$ cat src/design/tap_defs.vh
// Purpose: constants for the boundary-scan test port
// Assumes: instruction register of TAP_IR_BITS bits
// Notes: Operation list below
//
// Operation
// - Low test reset forces the port controller to reset, clock or not.
// - Rising test reset selects identification code instruction.
// - Low test reset drops test mode; pins work normally while digital enable is high.
// - Mode select sampled on rising test clock steps the state sequence.
// - Serial input bits captured on rising test clock.
// - Serial output changes only on falling test clock.
// - Digital enable low with test reset low floats digital pins.
// - Digital enable high leaves digital pins operating normally.
`ifndef TAP_DEFS_VH
`define TAP_DEFS_VH
`define TAP_IR_BITS 4
`define TAP_IR_IDCODE 4'h1
`define TAP_IR_BYPASS 4'hf
`define TAP_IR_CAPTURE 4'h1
`define TAP_ID_RESET 32'h00000001
`define TAP_ID_BITS 32
`define TAP_WARM_BITS 3
`define TAP_SY_BITS 5
`define TAP_SY_DEN 4
`define TAP_SY_TRST 3
`define TAP_SY_TMS 2
`define TAP_SY_TDI 1
`define TAP_SY_TCK 0
`endif

$ cat src/design/tap_port.v
// Purpose: boundary-scan test access port sampled on MCLK
// Assumes: test clock far slower than MCLK
// Notes: edges of the test clock found after synchronising
`timescale 1ns/10ps
`include "tap_defs.vh"
module tap_port #(
  parameter [31:0] ID_CODE = 32'h00000001 // arbitrary value
) (
  input wire MCLK,
  input wire RSTN,
  input wire TEST_PORT_CLOCK,
  input wire TEST_PORT_RESET_N,
  input wire TEST_MODE_SELECT,
  input wire TEST_SERIAL_IN,
  input wire DIGITAL_PINS_ENABLE,
  output reg TEST_SERIAL_OUT,
  output reg TEST_SERIAL_OUT_OE,
  output reg DIGITAL_PINS_FLOAT,
  output reg TEST_MODE_ACTIVE
);
  // ----------------------------------------
  // reset and input sync
  // ----------------------------------------
  reg rst1_q;
  reg rst2_q;
  wire rst_n;
  always @(posedge MCLK or negedge RSTN) begin
    if (!RSTN) begin
      rst1_q <= 1'b0;
      rst2_q <= 1'b0;
    end else begin
      rst1_q <= 1'b1;
      rst2_q <= rst1_q;
    end
  end
  assign rst_n = rst2_q;

  wire [`TAP_SY_BITS-1:0] sy;
  tap_sync #(.WIDTH(`TAP_SY_BITS)) u_sync (
    .clk(MCLK),
    .rst_n(rst_n),
    .d({DIGITAL_PINS_ENABLE, TEST_PORT_RESET_N, TEST_MODE_SELECT, TEST_SERIAL_IN,
        TEST_PORT_CLOCK}),
    .q(sy)
  );
  wire den_s = sy[`TAP_SY_DEN];
  wire trst_s = sy[`TAP_SY_TRST];
  wire tms_s = sy[`TAP_SY_TMS];
  wire tdi_s = sy[`TAP_SY_TDI];
  wire tck_s = sy[`TAP_SY_TCK];

  // ----------------------------------------
  // edge detection
  // ----------------------------------------
  // no edges until the sync chain and the history flops hold real pin levels,
  // so a test reset idling high never looks like a release
  reg [`TAP_WARM_BITS-1:0] warm_q;
  reg tck_q;
  reg trst_q;
  wire warm = warm_q[`TAP_WARM_BITS-1];

  always @(posedge MCLK or negedge rst_n) begin
    if (!rst_n) begin
      warm_q <= {`TAP_WARM_BITS{1'b0}};
      tck_q <= 1'b0;
      trst_q <= 1'b0;
    end else begin
      warm_q <= {warm_q[`TAP_WARM_BITS-2:0], 1'b1};
      tck_q <= tck_s;
      trst_q <= trst_s;
    end
  end

  wire tck_rise = warm & tck_s & ~tck_q;
  wire tck_fall = warm & ~tck_s & tck_q;
  wire trst_rise = warm & trst_s & ~trst_q;
  wire trst_low = ~trst_s;

  // ----------------------------------------
  // state machine
  // ----------------------------------------
  localparam ST_BITS = 16;
  localparam [ST_BITS-1:0] ST_RESET = 16'h0001;
  localparam [ST_BITS-1:0] ST_IDLE = 16'h0002;
  localparam [ST_BITS-1:0] ST_SELDR = 16'h0004;
  localparam [ST_BITS-1:0] ST_CAPDR = 16'h0008;
  localparam [ST_BITS-1:0] ST_SHDR = 16'h0010;
  localparam [ST_BITS-1:0] ST_EX1DR = 16'h0020;
  localparam [ST_BITS-1:0] ST_PSDR = 16'h0040;
  localparam [ST_BITS-1:0] ST_EX2DR = 16'h0080;
  localparam [ST_BITS-1:0] ST_UPDR = 16'h0100;
  localparam [ST_BITS-1:0] ST_SELIR = 16'h0200;
  localparam [ST_BITS-1:0] ST_CAPIR = 16'h0400;
  localparam [ST_BITS-1:0] ST_SHIR = 16'h0800;
  localparam [ST_BITS-1:0] ST_EX1IR = 16'h1000;
  localparam [ST_BITS-1:0] ST_PSIR = 16'h2000;
  localparam [ST_BITS-1:0] ST_EX2IR = 16'h4000;
  localparam [ST_BITS-1:0] ST_UPIR = 16'h8000;

  reg [ST_BITS-1:0] st_q;
  reg [ST_BITS-1:0] st_d;
  reg [`TAP_IR_BITS-1:0] ir_q;
  reg [`TAP_IR_BITS-1:0] irsh_q;
  reg [`TAP_ID_BITS-1:0] dr_q;
  reg byp_q;
  reg armed_q;

  // port steps only on a rise while released
  wire step = trst_s & armed_q & tck_rise;

  always @* begin
    st_d = st_q;
    case (st_q)
      ST_RESET: st_d = tms_s ? ST_RESET : ST_IDLE;
      ST_IDLE: st_d = tms_s ? ST_SELDR : ST_IDLE;
      ST_SELDR: st_d = tms_s ? ST_SELIR : ST_CAPDR;
      ST_CAPDR: st_d = tms_s ? ST_EX1DR : ST_SHDR;
      ST_SHDR: st_d = tms_s ? ST_EX1DR : ST_SHDR;
      ST_EX1DR: st_d = tms_s ? ST_UPDR : ST_PSDR;
      ST_PSDR: st_d = tms_s ? ST_EX2DR : ST_PSDR;
      ST_EX2DR: st_d = tms_s ? ST_UPDR : ST_SHDR;
      ST_UPDR: st_d = tms_s ? ST_SELDR : ST_IDLE;
      ST_SELIR: st_d = tms_s ? ST_RESET : ST_CAPIR;
      ST_CAPIR: st_d = tms_s ? ST_EX1IR : ST_SHIR;
      ST_SHIR: st_d = tms_s ? ST_EX1IR : ST_SHIR;
      ST_EX1IR: st_d = tms_s ? ST_UPIR : ST_PSIR;
      ST_PSIR: st_d = tms_s ? ST_EX2IR : ST_PSIR;
      ST_EX2IR: st_d = tms_s ? ST_UPIR : ST_SHIR;
      ST_UPIR: st_d = tms_s ? ST_SELDR : ST_IDLE;
      default: st_d = ST_RESET;
    endcase
  end

  always @(posedge MCLK or negedge rst_n) begin
    if (!rst_n) begin
      st_q <= ST_RESET;
      armed_q <= 1'b0;
    end else if (trst_low) begin
      st_q <= ST_RESET;
      armed_q <= 1'b0;
    end else if (trst_rise) begin
      st_q <= ST_RESET;
      armed_q <= 1'b1;
    end else if (step) begin
      st_q <= st_d;
    end
  end

  // ----------------------------------------
  // instruction path
  // ----------------------------------------
  always @(posedge MCLK or negedge rst_n) begin
    if (!rst_n) begin
      ir_q <= `TAP_IR_BYPASS;
      irsh_q <= {`TAP_IR_BITS{1'b0}};
    end else if (trst_low) begin
      ir_q <= `TAP_IR_BYPASS;
    end else if (trst_rise) begin
      ir_q <= `TAP_IR_IDCODE;
    end else if (step) begin
      case (st_q)
        ST_RESET: ir_q <= `TAP_IR_IDCODE;
        ST_CAPIR: irsh_q <= `TAP_IR_CAPTURE;
        ST_SHIR: irsh_q <= {tdi_s, irsh_q[`TAP_IR_BITS-1:1]};
        ST_UPIR: ir_q <= irsh_q;
        default: ;
      endcase
    end
  end

  // ----------------------------------------
  // data path
  // ----------------------------------------
  always @(posedge MCLK or negedge rst_n) begin
    if (!rst_n) begin
      dr_q <= {`TAP_ID_BITS{1'b0}};
      byp_q <= 1'b0;
    end else if (step) begin
      case (st_q)
        ST_CAPDR: begin
          dr_q <= ID_CODE;
          byp_q <= 1'b0;
        end
        ST_SHDR: begin
          dr_q <= {tdi_s, dr_q[`TAP_ID_BITS-1:1]};
          byp_q <= tdi_s;
        end
        default: ;
      endcase
    end
  end

  // ----------------------------------------
  // serial output
  // ----------------------------------------
  wire id_sel = (ir_q == `TAP_IR_IDCODE);
  wire in_shir = (st_q == ST_SHIR);
  wire in_shdr = (st_q == ST_SHDR);
  wire dr_bit = id_sel ? dr_q[0] : byp_q;

  always @(posedge MCLK or negedge rst_n) begin
    if (!rst_n) begin
      TEST_SERIAL_OUT <= 1'b0;
      TEST_SERIAL_OUT_OE <= 1'b0;
    end else if (trst_low) begin
      TEST_SERIAL_OUT_OE <= 1'b0;
    end else if (armed_q && tck_fall) begin
      // launch on fall, drive in shift only
      TEST_SERIAL_OUT_OE <= in_shir | in_shdr;
      if (in_shir) begin
        TEST_SERIAL_OUT <= irsh_q[0];
      end else if (in_shdr) begin
        TEST_SERIAL_OUT <= dr_bit;
      end
    end
  end

  // ----------------------------------------
  // pin status
  // ----------------------------------------
  always @(posedge MCLK or negedge rst_n) begin
    if (!rst_n) begin
      DIGITAL_PINS_FLOAT <= 1'b0;
      TEST_MODE_ACTIVE <= 1'b0;
    end else begin
      DIGITAL_PINS_FLOAT <= warm & ~den_s & trst_low;
      if (trst_low) begin
        TEST_MODE_ACTIVE <= 1'b0;
      end else if (trst_rise) begin
        TEST_MODE_ACTIVE <= 1'b1;
      end
    end
  end
endmodule // tap_port

$ cat src/design/tap_sync.v
// Purpose: two-flop synchroniser, one per bit
// Assumes: async inputs
// Notes: first stage read only by second
`timescale 1ns/10ps
module tap_sync #(
  parameter WIDTH = 4
) (
  input wire clk,
  input wire rst_n,
  input wire [WIDTH-1:0] d,
  output wire [WIDTH-1:0] q
);
  reg [WIDTH-1:0] s1_q;
  reg [WIDTH-1:0] s2_q;
  always @(posedge clk or negedge rst_n) begin
    if (!rst_n) begin
      s1_q <= {WIDTH{1'b0}};
      s2_q <= {WIDTH{1'b0}};
    end else begin
      s1_q <= d;
      s2_q <= s1_q;
    end
  end
  assign q = s2_q;
endmodule // tap_sync
$ cat config.mk
export PLATFORM = sky130hd
export DESIGN_NAME = tap_port
export DESIGN_NICKNAME = d
export VERILOG_FILES = /design/src/design/tap_port.v /design/src/design/tap_sync.v
export VERILOG_INCLUDE_DIRS = /design/src /design/src/design
export SDC_FILE = /design/constraint.sdc
export NUM_CORES = 1
export LEC_CHECK = 0
export ABC_CLOCK_PERIOD_IN_PS = 3300
export BUFFER_PORTS_ARGS = -buffer_cell sky130_fd_sc_hd__buf_2
export CAP_MARGIN = 5
export CORE_MARGIN = 3
export CORE_UTILIZATION = 35
export DETAILED_ROUTE_END_ITERATION = 8
export PLACE_DENSITY_LB_ADDON = 0.15
export SYNTH_ARGS = -nofsm -noshare
export SYNTH_HDL_FRONTEND = slang
export SYNTH_SLANG_ARGS = --single-unit
$ cat constraint.sdc
create_clock -name MCLK -period 3.3 [get_ports MCLK]
set_input_delay 0.495 -clock MCLK [delete_from_list [all_inputs] [get_ports MCLK]]
set_output_delay 0.495 -clock MCLK [all_outputs]
set_load 0.005 [all_outputs]
Word level (Yosys, flattened, before mapping)
Cells that the tools add are included.
{ "op_classes": {"n_eq_ne": 21, "mux": 30, "n_bitwise": 17, "n_reduce_logical": 11} }
{ "op_table": {"columns": ["cell", "n"], "rows": [
  ["16-bit one-hot mux with 12 select lines", 1],
  ["16-bit two-way mux", 5],
  ["32-bit one-hot mux with 2 select lines", 1],
  ["9-bit two-way mux", 2],
  ["16-bit by 1-bit equality test with 1-bit output, second input constant", 1],
  ["16-bit by 10-bit equality test with 1-bit output, second input constant", 1],
  ["16-bit by 11-bit equality test with 1-bit output, second input constant", 1],
  ["16-bit by 12-bit equality test with 1-bit output, second input constant", 1],
  ["16-bit by 13-bit equality test with 1-bit output, second input constant", 1],
  ["16-bit by 14-bit equality test with 1-bit output, second input constant", 1],
  ["16-bit by 15-bit equality test with 1-bit output, second input constant", 1],
  ["16-bit equality test, second input constant", 1],
  ["16-bit by 2-bit equality test with 1-bit output, second input constant", 1],
  ["16-bit by 3-bit equality test with 1-bit output, second input constant", 1],
  ["16-bit by 4-bit equality test with 1-bit output, second input constant", 1],
  ["16-bit by 5-bit equality test with 1-bit output, second input constant", 1],
  ["16-bit by 6-bit equality test with 1-bit output, second input constant", 1],
  ["16-bit by 7-bit equality test with 1-bit output, second input constant", 1],
  ["16-bit by 8-bit equality test with 1-bit output, second input constant", 1],
  ["16-bit by 9-bit equality test with 1-bit output, second input constant", 1],
  ["4-bit one-hot mux with 2 select lines", 2],
  ["15-bit two-way mux", 1],
  ["13-bit two-way mux", 1],
  ["4-bit two-way mux", 3],
  ["other kinds (22)", 47]
]} }
{ "totals": {"reg_bits": 78, "inputBits": 7, "out_inout_bits": 4, "elab_cells": 95} }

Depth between registers and ports, before layout
Gate-level depths: netlist of the first run.
{ "logic_depth": {"ltp_word": 6, "mapped_depth": 7, "ltp_nobuf": 5} }

Modules after synthesis
Synthesis of the first run repeated with hierarchy kept, for this count alone.
{ "hier_totals": {"cells_unflattened": 286, "hier_area_um2": 3309.4} }
{ "modules_own_cells": {"columns": ["module", "instances", "cells_each", "area_per_inst_um2", "seq_area_each_um2"], "rows": [
  ["tap_port", 1, 276, 3059.2, 1682.9],
  ["tap_sync", 1, 10, 250.2, 250.2]
]} }

Worst setup path after synthesis of the first run
Ideal clock, no wire load.
{ "synth_path": {"path_type": "register to register", "startpoint": "register st_q[5]", "endpoint": "register ir_q[0]", "setup_ns": 0.082, "t_arrival_ns": 1.944, "required_ns": 3.218, "slack_ns": 1.273, "stages_incl_launch_ff": 7, "n_path_buf": 1, "synth_period_minus_slack_ns": 2.027, "path_cell_list": "dfrtp_1 buf_6 nor4_4 nand4_2 or3_4 a31oi_4 mux2_4"} }
{ "synth_via": {"elab_chain_cells": 5, "elab_cells_between_ends": 8, "classes_between": "eq/ne (3); mux (4); reduce/logical (1)"} }
{ "synth_lines": {"columns": ["element", "line_no", "text"], "rows": [
  ["from (decl)", "tap_port.v:100", "reg [ST_BITS-1:0] st_q;"],
  ["from (signal assigned)", "tap_port.v:145", "st_q <= st_d;"],
  ["16-bit equality test / 16-bit by 1-bit equality test with 1-bit output (equally long branches)", "tap_port.v:161", "case (st_q)"],
  ["4-bit one-hot mux with 2 select lines", "tap_port.v:161", null],
  ["4-bit two-way mux", "tap_port.v:160", "end else if (step) begin"],
  ["4-bit two-way mux", "tap_port.v:158", "end else if (trst_rise) begin"],
  ["4-bit two-way mux", "tap_port.v:156", "end else if (trst_low) begin"],
  ["to (signal assigned)", "tap_port.v:157", "ir_q <= `TAP_IR_BYPASS;"],
  ["to (signal assigned)", "tap_port.v:159", "ir_q <= `TAP_IR_IDCODE;"],
  ["to (signal assigned)", "tap_port.v:162", "ST_RESET: ir_q <= `TAP_IR_IDCODE;"],
  ["to (decl)", "tap_port.v:102", "reg [`TAP_IR_BITS-1:0] ir_q;"]
]} }
Parallel ways exist; a longest one is shown, timed or not. The select of a mux whose other input is x is not followed.
A chain may end at the register's enable or synchronous reset.

Worst setup path after layout of the first run
{ "layout_path": {"startpoint": "register st_q[14]", "endpoint": "register dr_q[20]"} }
{ "layout_via": {"elab_chain_cells": 3, "elab_cells_between_ends": 5, "classes_between": "eq/ne (2); mux (1); reduce/logical (2)"} }
{ "layout_lines": {"columns": ["element", "line_no", "text"], "rows": [
  ["16-bit by 5-bit equality test with 1-bit output / 16-bit by 4-bit equality test with 1-bit output (equally long branches)", "tap_port.v:179", "case (st_q)"],
  ["2-bit nonzero test (no source line)", null, null],
  ["2-bit AND reduction (no source line)", null, null],
  ["to (signal assigned)", "tap_port.v:176", "dr_q <= {`TAP_ID_BITS{1'b0}};"],
  ["to (signal assigned)", "tap_port.v:185", "dr_q <= {tdi_s, dr_q[`TAP_ID_BITS-1:1]};"],
  ["to (decl)", "tap_port.v:104", "reg [`TAP_ID_BITS-1:0] dr_q;"]
]} }
Parallel ways exist; a longest one is shown, timed or not.

==> results of run 1 <==
what timing repair did:
action,CTS,global route
hold endpoints to repair,2,0
endpoints found under the setup margin,0,0
gates resized for setup,0,0
hold buffers,1,0
cells in the mapped netlist (all sizes together), types with 2 or more instances:
library cell	n
nand2	18
a32o	4
nand4b	2
a22o	37
nor4b	4
nor3	6
dfstp	5
o22ai	2
o41ai	3
nor4	6
a31oi	2
o21ai	9
dfrtp	72
and4	2
inv	6
a211oi	2
xnor2	8
nor3b	2
and4b	2
a2111o	2
xor2	2
nor2	16
a2bb2oi	4
or3	2
nor2b	2
nand3	5
buf	18
nand4	7
where the power goes:
group	internal [uW]	switching, uW
clock	352	357
combinational	14.1	15.1
sequential	960	27.0
layer usage:
metal,up-vias,routed length (um),part of all wire (%),global-route usage (%)
met5,-,0,0,0
met4,0,97,1.6,5.08
li1,1012,-,-,-
met3,7,174,2.8,2.95
met1,1058,3210,52,20.0
met2,30,2640,43,17.1
per-stage QoR:
| stage | worst slack [ns] | total power, uW | cell area (um2) |
|---|---|---|---|
| finish | 0.801 | 1730 | 3610 |
| global route | 0.609 | 1800 | 3610 |
| CTS | 0.801 | 1750 | 3610 |
| detailed placement | 0.816 | 1040 | 3410 |
| global placement | 0.845 | 1040 | 3410 |
| floorplan | 1.01 | 1020 | 3320 |
sequential cells by signal (all words and copies together), names as in the netlist:
register / flops
dr_q: 32
st_q: 16
u_sync.q: 5
u_sync.s1_q: 5
ir_q: 4
irsh_q: 4
warm_q: 3
DIGITAL_PINS_FLOAT: 1
TEST_MODE_ACTIVE: 1
TEST_SERIAL_OUT: 1
TEST_SERIAL_OUT_OE: 1
rst1_q: 1
rst2_q: 1
tck_q: 1
trst_q: 1
final cells by class:
type | count | area [um2] | share of cell area, %
Multi-Input combinational cell | 167 | 1230 | 34.1
Sequential cell | 77 | 1940 | 53.6
Clock buffer | 9 | 124 | 3.43
Timing Repair Buffer | 12 | 67.6 | 1.87
Clock inverter | 7 | 73.8 | 2.04
Tap cell | 126 | 158 | 4.36
Inverter | 6 | 22.5 | 0.623
placed cells by master, fill, tap and decap left out, drive strengths merged, types with 4 or more instances in the layout:
cell     netlist  routed
nand3          5       5
a32o           4       4
dfstp          5       5
buf           18      11
a22o          37      37
nand2         18      18
nor3           6       6
clkinv         0       4
nor2          16      16
xnor2          8       8
a2bb2oi        4       4
o21ai          9       9
nand4          7       7
nor4b          4       4
nor4           6       6
inv            6       7
dfrtp         72      72
clkbuf         1       9
logic make-up (layout without fill, tap and decap cells):
kind of cell | count (synthesis) | in the layout | synth area share, %
compound gates | 72 | 72 | 18.2
xor+xnor | 10 | 10 | 2.64
buf+inv | 25 | 34 | 4.72
flops | 77 | 77 | 58.3
mux | 1 | 1 | 0.453
other cells | 1 | 2 | 0.113
simple gates | 82 | 82 | 15.6
critical path: stages (launching register included):
cell and delay, ns:
dfrtp_1 0.53, nor3_1 0.44, and4_2 0.33, nand3b_1 0.15, a21o_1 0.55, a22o_1 0.38
final timing paths:
check,slack [ns],cells after the start,endpoint
setup / recovery,0.80,5,dr_q[20]
hold / removal,0.26,1,u_sync.s1_q[2]
setup reg to reg,0.80,5,dr_q[20]
hold reg to reg,0.35,0,warm_q[1]
max in group asynchronous,2.21,0,dr_q[5]
min in group asynchronous,0.48,2,rst2_q
==> reports/qor.yml, run 1 <==
status: "completed"
worstMarginPinSlew_ns: 0.966
dp_hpwl_um: 3940
post_cts_buffers: 0
synth_area_leaders: "dfrtp_1 54%, a22o_1 9.5%, dfstp_2 4.0%, xnor2_1 2.1%, nand2_1 2.0%"
skew_ns: 0.0119
die_w_um: 103
fillers: 846
finalHoldViolCount: 0
clockBufferDepth: 2
setup_viol: 0
crit_path_start_kind: "flop"
finalCritPeriodShare_pct: 75.7
drc: 0
placed_cells: 387
die_area_um2: 10700
fp.dieH_um: 103
hold_class: "in -> reg"
track_usage_pct: 12.9
clkSinkCount: 77
worstSetupPathType: "reg -> reg"
grt_pass1_wl_um: 10500
power.density_nw_per_um2: 478
cp.arrival_ns: 2.72
final.setup.tns_ns: 0
overflow: 0
drtPass1Iterations: 4
antenna_cells: 0
crit_fanout: 32
power.static_leakage_uw: 0.00160
finalNonFillerCells: 404
routabilityCongestion: 0.802
crit_required_ns: 3.52
io_buffer_count: 10
min_from: "TEST_MODE_SELECT"
cts_tree: "built"
rows: 34
cp-end-kind: "flop"
clk_pin_slew_ns: 0.09
drt_iter0_drc: 113
wl_per_cell_um: 15.1
maxSlewHeadroom_pct: 35.6
rsz0062_at_grt: "false"
synth.avg_cell_area_um2: 12.4
synthArstFlopShare_pct: 100
synth_cell_types: 58
first_global_vias: 2009
fin_util_pct: 40.3
routed_wl_um: 6120
root_buffer: "clkbuf_8"
synth-seq-cells: 77
synth_top_area_share_pct: 54.4
synthFlopType: "dfrtp_1"
dr_total_vias: 2107
seq_area_frac_synth_pct: 58.3
ios: 11
final_nets: 280
synthToLayoutAreaGrowth_pct: 9.02
yosys_warnings: 0
max_clock_freq_ghz: 0.400
viasPerCell: 5.22
antenna_left: 0
grt_antenna_before_repair: 0
h-tree-depth: 3
holdWs_ns: 0.262
synth_cells: 268
min_period_ns: 2.50
worstSetupStartpoint: "st_q[14]"
final_max_slew_viol_count: 0
max-vdd-ir-drop_v: 0.000308
syn_area_um2: 3310
coreArea_um2: 8980
grt_max_degree: 76
initial_core_util_pct: 36.9
drv_cap: 0
worstSkewPairLatency_ns: 0.34
worstReg2RegStart: "st_q[14]"
cts_inserted_buffers: 9
drive_gt1_share_pct: 16.9
synth_edf_count: 0
synth_top_area_cell: "dfrtp_1"
No activity file was read; power rests on OpenSTA's default activity.
==> run 2: changes to the inputs <==
Settings changed: ABC_AREA set to 1, ABC_CLOCK_PERIOD_IN_PS 3300 to 2500.
Clock period 3.3 ns to 2.5 ns, I/O delays scaled along.
==> reports/qor.yml, run 2 <==
cp-end-kind: "flop"  # unchanged
overflow: 0  # unchanged
dr_total_vias: 2372  # was 2107
antenna_cells: 0  # unchanged
stdcell_area_um2: 3710  # was 3610 um2
power.density_nw_per_um2: 617  # was 478 nW/um2
regMostFlops: "dr_q"  # unchanged
clockBufferDepth: 2  # unchanged
max-vdd-ir-drop_v: 0.000412  # was 0.000308 V
grt_max_degree: 76  # unchanged
worstSetupPathType: "reg -> reg"  # unchanged
post_cts_buffers: 0  # unchanged
power.static_leakage_uw: 0.00173  # was 0.00160 uW
rsz0062_at_grt: "false"  # unchanged
first_global_vias: 2352  # was 2009
status: "completed"  # unchanged
worstMarginPinSlew_ns: 0.965  # was 0.966 ns
cp_top_family: "simple AND/OR/NAND/NOR gates"  # was compound AO/OA/AOI/OAI gates
root_buffer: "clkbuf_8"  # unchanged
fillers: 953  # was 846
antenna_left: 0  # unchanged
grt_pass1_wl_um: 11300  # was 10500 um
cp_common_cell: "a21oi_1"
cp.arrival_ns: 2.32  # was 2.72 ns
layout_common_cells: "71 x dfrtp_1, 61 x inv_1, 47 x nand2_1"  # was 71 x dfrtp_1, 36 x a22o_1, 18 x nand2_1
rows: 35  # was 34
synth_common_cells: "72 x dfrtp_1, 61 x inv_1, 47 x nand2_1"  # was 72 x dfrtp_1, 36 x a22o_1, 18 x nand2_1
clkSinkCount: 77  # unchanged
synth_cells: 354  # was 268
routabilityCongestion: 0.844  # was 0.802
drv_cap: 0  # unchanged
pwr-share-seq_pct: 57.2  # about the same
finalCritPeriodShare_pct: 81.9  # was 75.7%
cts_hold_buf: 1  # unchanged
synth_edf_count: 0  # unchanged
dp_hpwl_um: 4380  # was 3940 um
worst-r2r-cell-count: 7  # was 5
viasPerCell: 4.72  # was 5.22
min_period_ns: 2.05  # was 2.50 ns
track_usage_pct: 12.8  # was 12.9%
fp.dieH_um: 104  # was 103 um
h-tree-depth: 3  # unchanged
worstReg2RegStart: "warm_q[2]"  # was st_q[14]
power_uw: 2290  # was 1730 uW
finalHoldViolCount: 0  # unchanged
synth_area_leaders: "dfrtp_1 53%, o22ai_1 6.9%, inv_1 6.8%, nand2_1 5.2%, dfstp_2 3.9%"  # was dfrtp_1 54%, a22o_1 9.5%, dfstp_2 4.0%, xnor2_1 2.1%, nand2_1 2.0%
register_area_um2: 1940  # unchanged
final_nets: 376  # was 280
wl_per_cell_um: 12.7  # was 15.1 um
die_area_um2: 10800  # was 10700 um2
final.setup.tns_ns: 0  # unchanged
switching_share_pct: 25.6  # was 23.1%
hold_class: "in -> reg"  # unchanged
rrSetupSlack_ns: 0.45  # was 0.80 ns
synthArstFlopShare_pct: 100  # unchanged
hold_depth: 1  # unchanged
cts_inserted_buffers: 9  # unchanged
die_w_um: 104  # was 103 um
synth-seq-cells: 77  # unchanged
path_buf_inv: 2  # was 0
setup_viol: 0  # unchanged
coreArea_um2: 9280  # was 8980 um2
max_clock_freq_ghz: 0.488  # was 0.400 GHz
combPwrFrac_pct: 3.6  # was 1.7%
synthFlopType: "dfrtp_1"  # unchanged
seq_area_frac_synth_pct: 57.3  # was 58.3%
cts_tree: "built"  # unchanged
drive_gt1_share_pct: 17.1  # was 16.9%
worstSkewPairLatency_ns: 0.35  # was 0.34 ns
ios: 11  # unchanged
cp_slowest_cell: "nand2_1"  # was a21o_1
maxSlewHeadroom_pct: 35.7  # was 35.6%
setup.worst_path.end: "st_q[0]"  # was dr_q[20]
max_stage_delay_ns: 0.61  # was 0.55 ns
intPower_uw: 1700  # was 1330 uW
routed_wl_um: 6390  # was 6120 um
cts_resized: 0  # unchanged
reg2reg_to: "st_q[0]"  # was dr_q[20]
drtPass1Iterations: 4  # unchanged
drt_iter0_drc: 113  # unchanged
place_area_um2: 3510  # was 3410 um2
skew_ns: 0.0143  # was 0.0119 ns
final_common_cell: "dfrtp_1"  # unchanged
syn_area_um2: 3370  # was 3310 um2
worstSetupStartpoint: "warm_q[2]"  # was st_q[14]
drc: 0  # unchanged
synth_cell_types: 32  # was 58
grt_antenna_before_repair: 0  # unchanged
holdWs_ns: 0.125  # was 0.262 ns
synth.avg_cell_area_um2: 9.52  # was 12.4 um2
final_max_slew_viol_count: 0  # unchanged
synthToLayoutAreaGrowth_pct: 10.1  # was 9.02%
cp.depth: 7  # was 5
io_buffer_count: 10  # unchanged
clk_pin_slew_ns: 0.08  # was 0.09 ns
cp_cell_sequence: "inv_2 > nor3_2 > nand3_2 > nand2_1 > inv_1 > a21oi_1 > a21oi_1"  # was nor3_1 > and4_2 > nand3b_1 > a21o_1 > a22o_1
clkPwrFrac_pct: 39.2  # was 41.1%
multi_input_area_um2: 1110  # was 1230 um2
crit_path_start_kind: "flop"  # unchanged
yosysMostFrequentCell: "dfrtp_1"  # unchanged
yosys_warnings: 0  # unchanged
crit_fanout: 20  # was 32
synth_top_area_share_pct: 53.5  # was 54.4%
crit_required_ns: 2.78  # was 3.52 ns
synth_top_area_cell: "dfrtp_1"  # unchanged
reg_top3: "dr_q (32), st_q (16)"  # unchanged
initial_core_util_pct: 36.3  # was 36.9%
p_switching_uw: 586  # was 399 uW
largest_reg_flops: 32  # unchanged
-- run 2: worst min path at each step --
stage,start,to,slack (ns)
after CTS,TEST_PORT_RESET_N,u_sync.s1_q[3],0.10
after global routing,TEST_PORT_RESET_N,u_sync.s1_q[3],0.1
after global placement,RSTN,rst1_q,0.16
final,TEST_PORT_RESET_N,u_sync.s1_q[3],0.13
after floorplan,RSTN,rst1_q,0.08
after detailed placement,RSTN,rst1_q,0.16
-- run 2: worst register-to-register path, stage by stage, from the launching register on --
cell and delay [ns]:
dfrtp_1 0.38, inv_2 0.05, nor3_2 0.16, nand3_2 0.24
nand2_1 0.61, inv_1 0.21, a21oi_1 0.23, a21oi_1 0.10
-- run 2: kinds of logic after synthesis --
kind of cell,synth area share (%)
and+or+nand+nor,20.5
DFF,57.3
other,0.111
AOI/OAI and AO/OA,12.1
buffers and inverters,9.95
-- run 2: per-stage QoR --
step	std cells	utilization [%]	setup slack, ns
final	503	40.0	0.451
after global routing	503	40.0	0.230
after CTS	503	40.0	0.410
after detailed placement	486	37.8	0.407
after global placement	486	37.8	0.389
after floorplan	355	-	0.206
-- run 2: area by class of cell --
cell class              instances  share of cell area (%)
clock buffers                  10                    3.71
clock inverters                 6                    1.42
inverters                      68                    6.88
multi-input cells             202                    29.8
flip-flops and latches         77                    52.2
well taps                     129                    4.35
repair buffers                 11                    1.62
-- run 2: layer usage --
layer  vias to the layer above  share of wire [%]  GRT usage, %  routed length [um]
met3                        12                3.7          3.54                 237
met1                      1139                 49          17.5                3150
li1                       1188                  -             -                   -
met2                        33                 45          19.4                2900
met4                         0                1.6          5.03                 105
met5                         -                  0             0                   0
-- run 2: power groups by stage --
stage	Sequential (uW)	Combinational (uW)	Clock (uW)
2_1_floorplan	1320	61.2	0
3_3_place_gp	1330	83.1	0
3_5_place_dp	1340	82.6	0
4_1_cts	1310	84.1	939
5_1_grt	1320	94.0	1000
6_report	1310	82.9	897
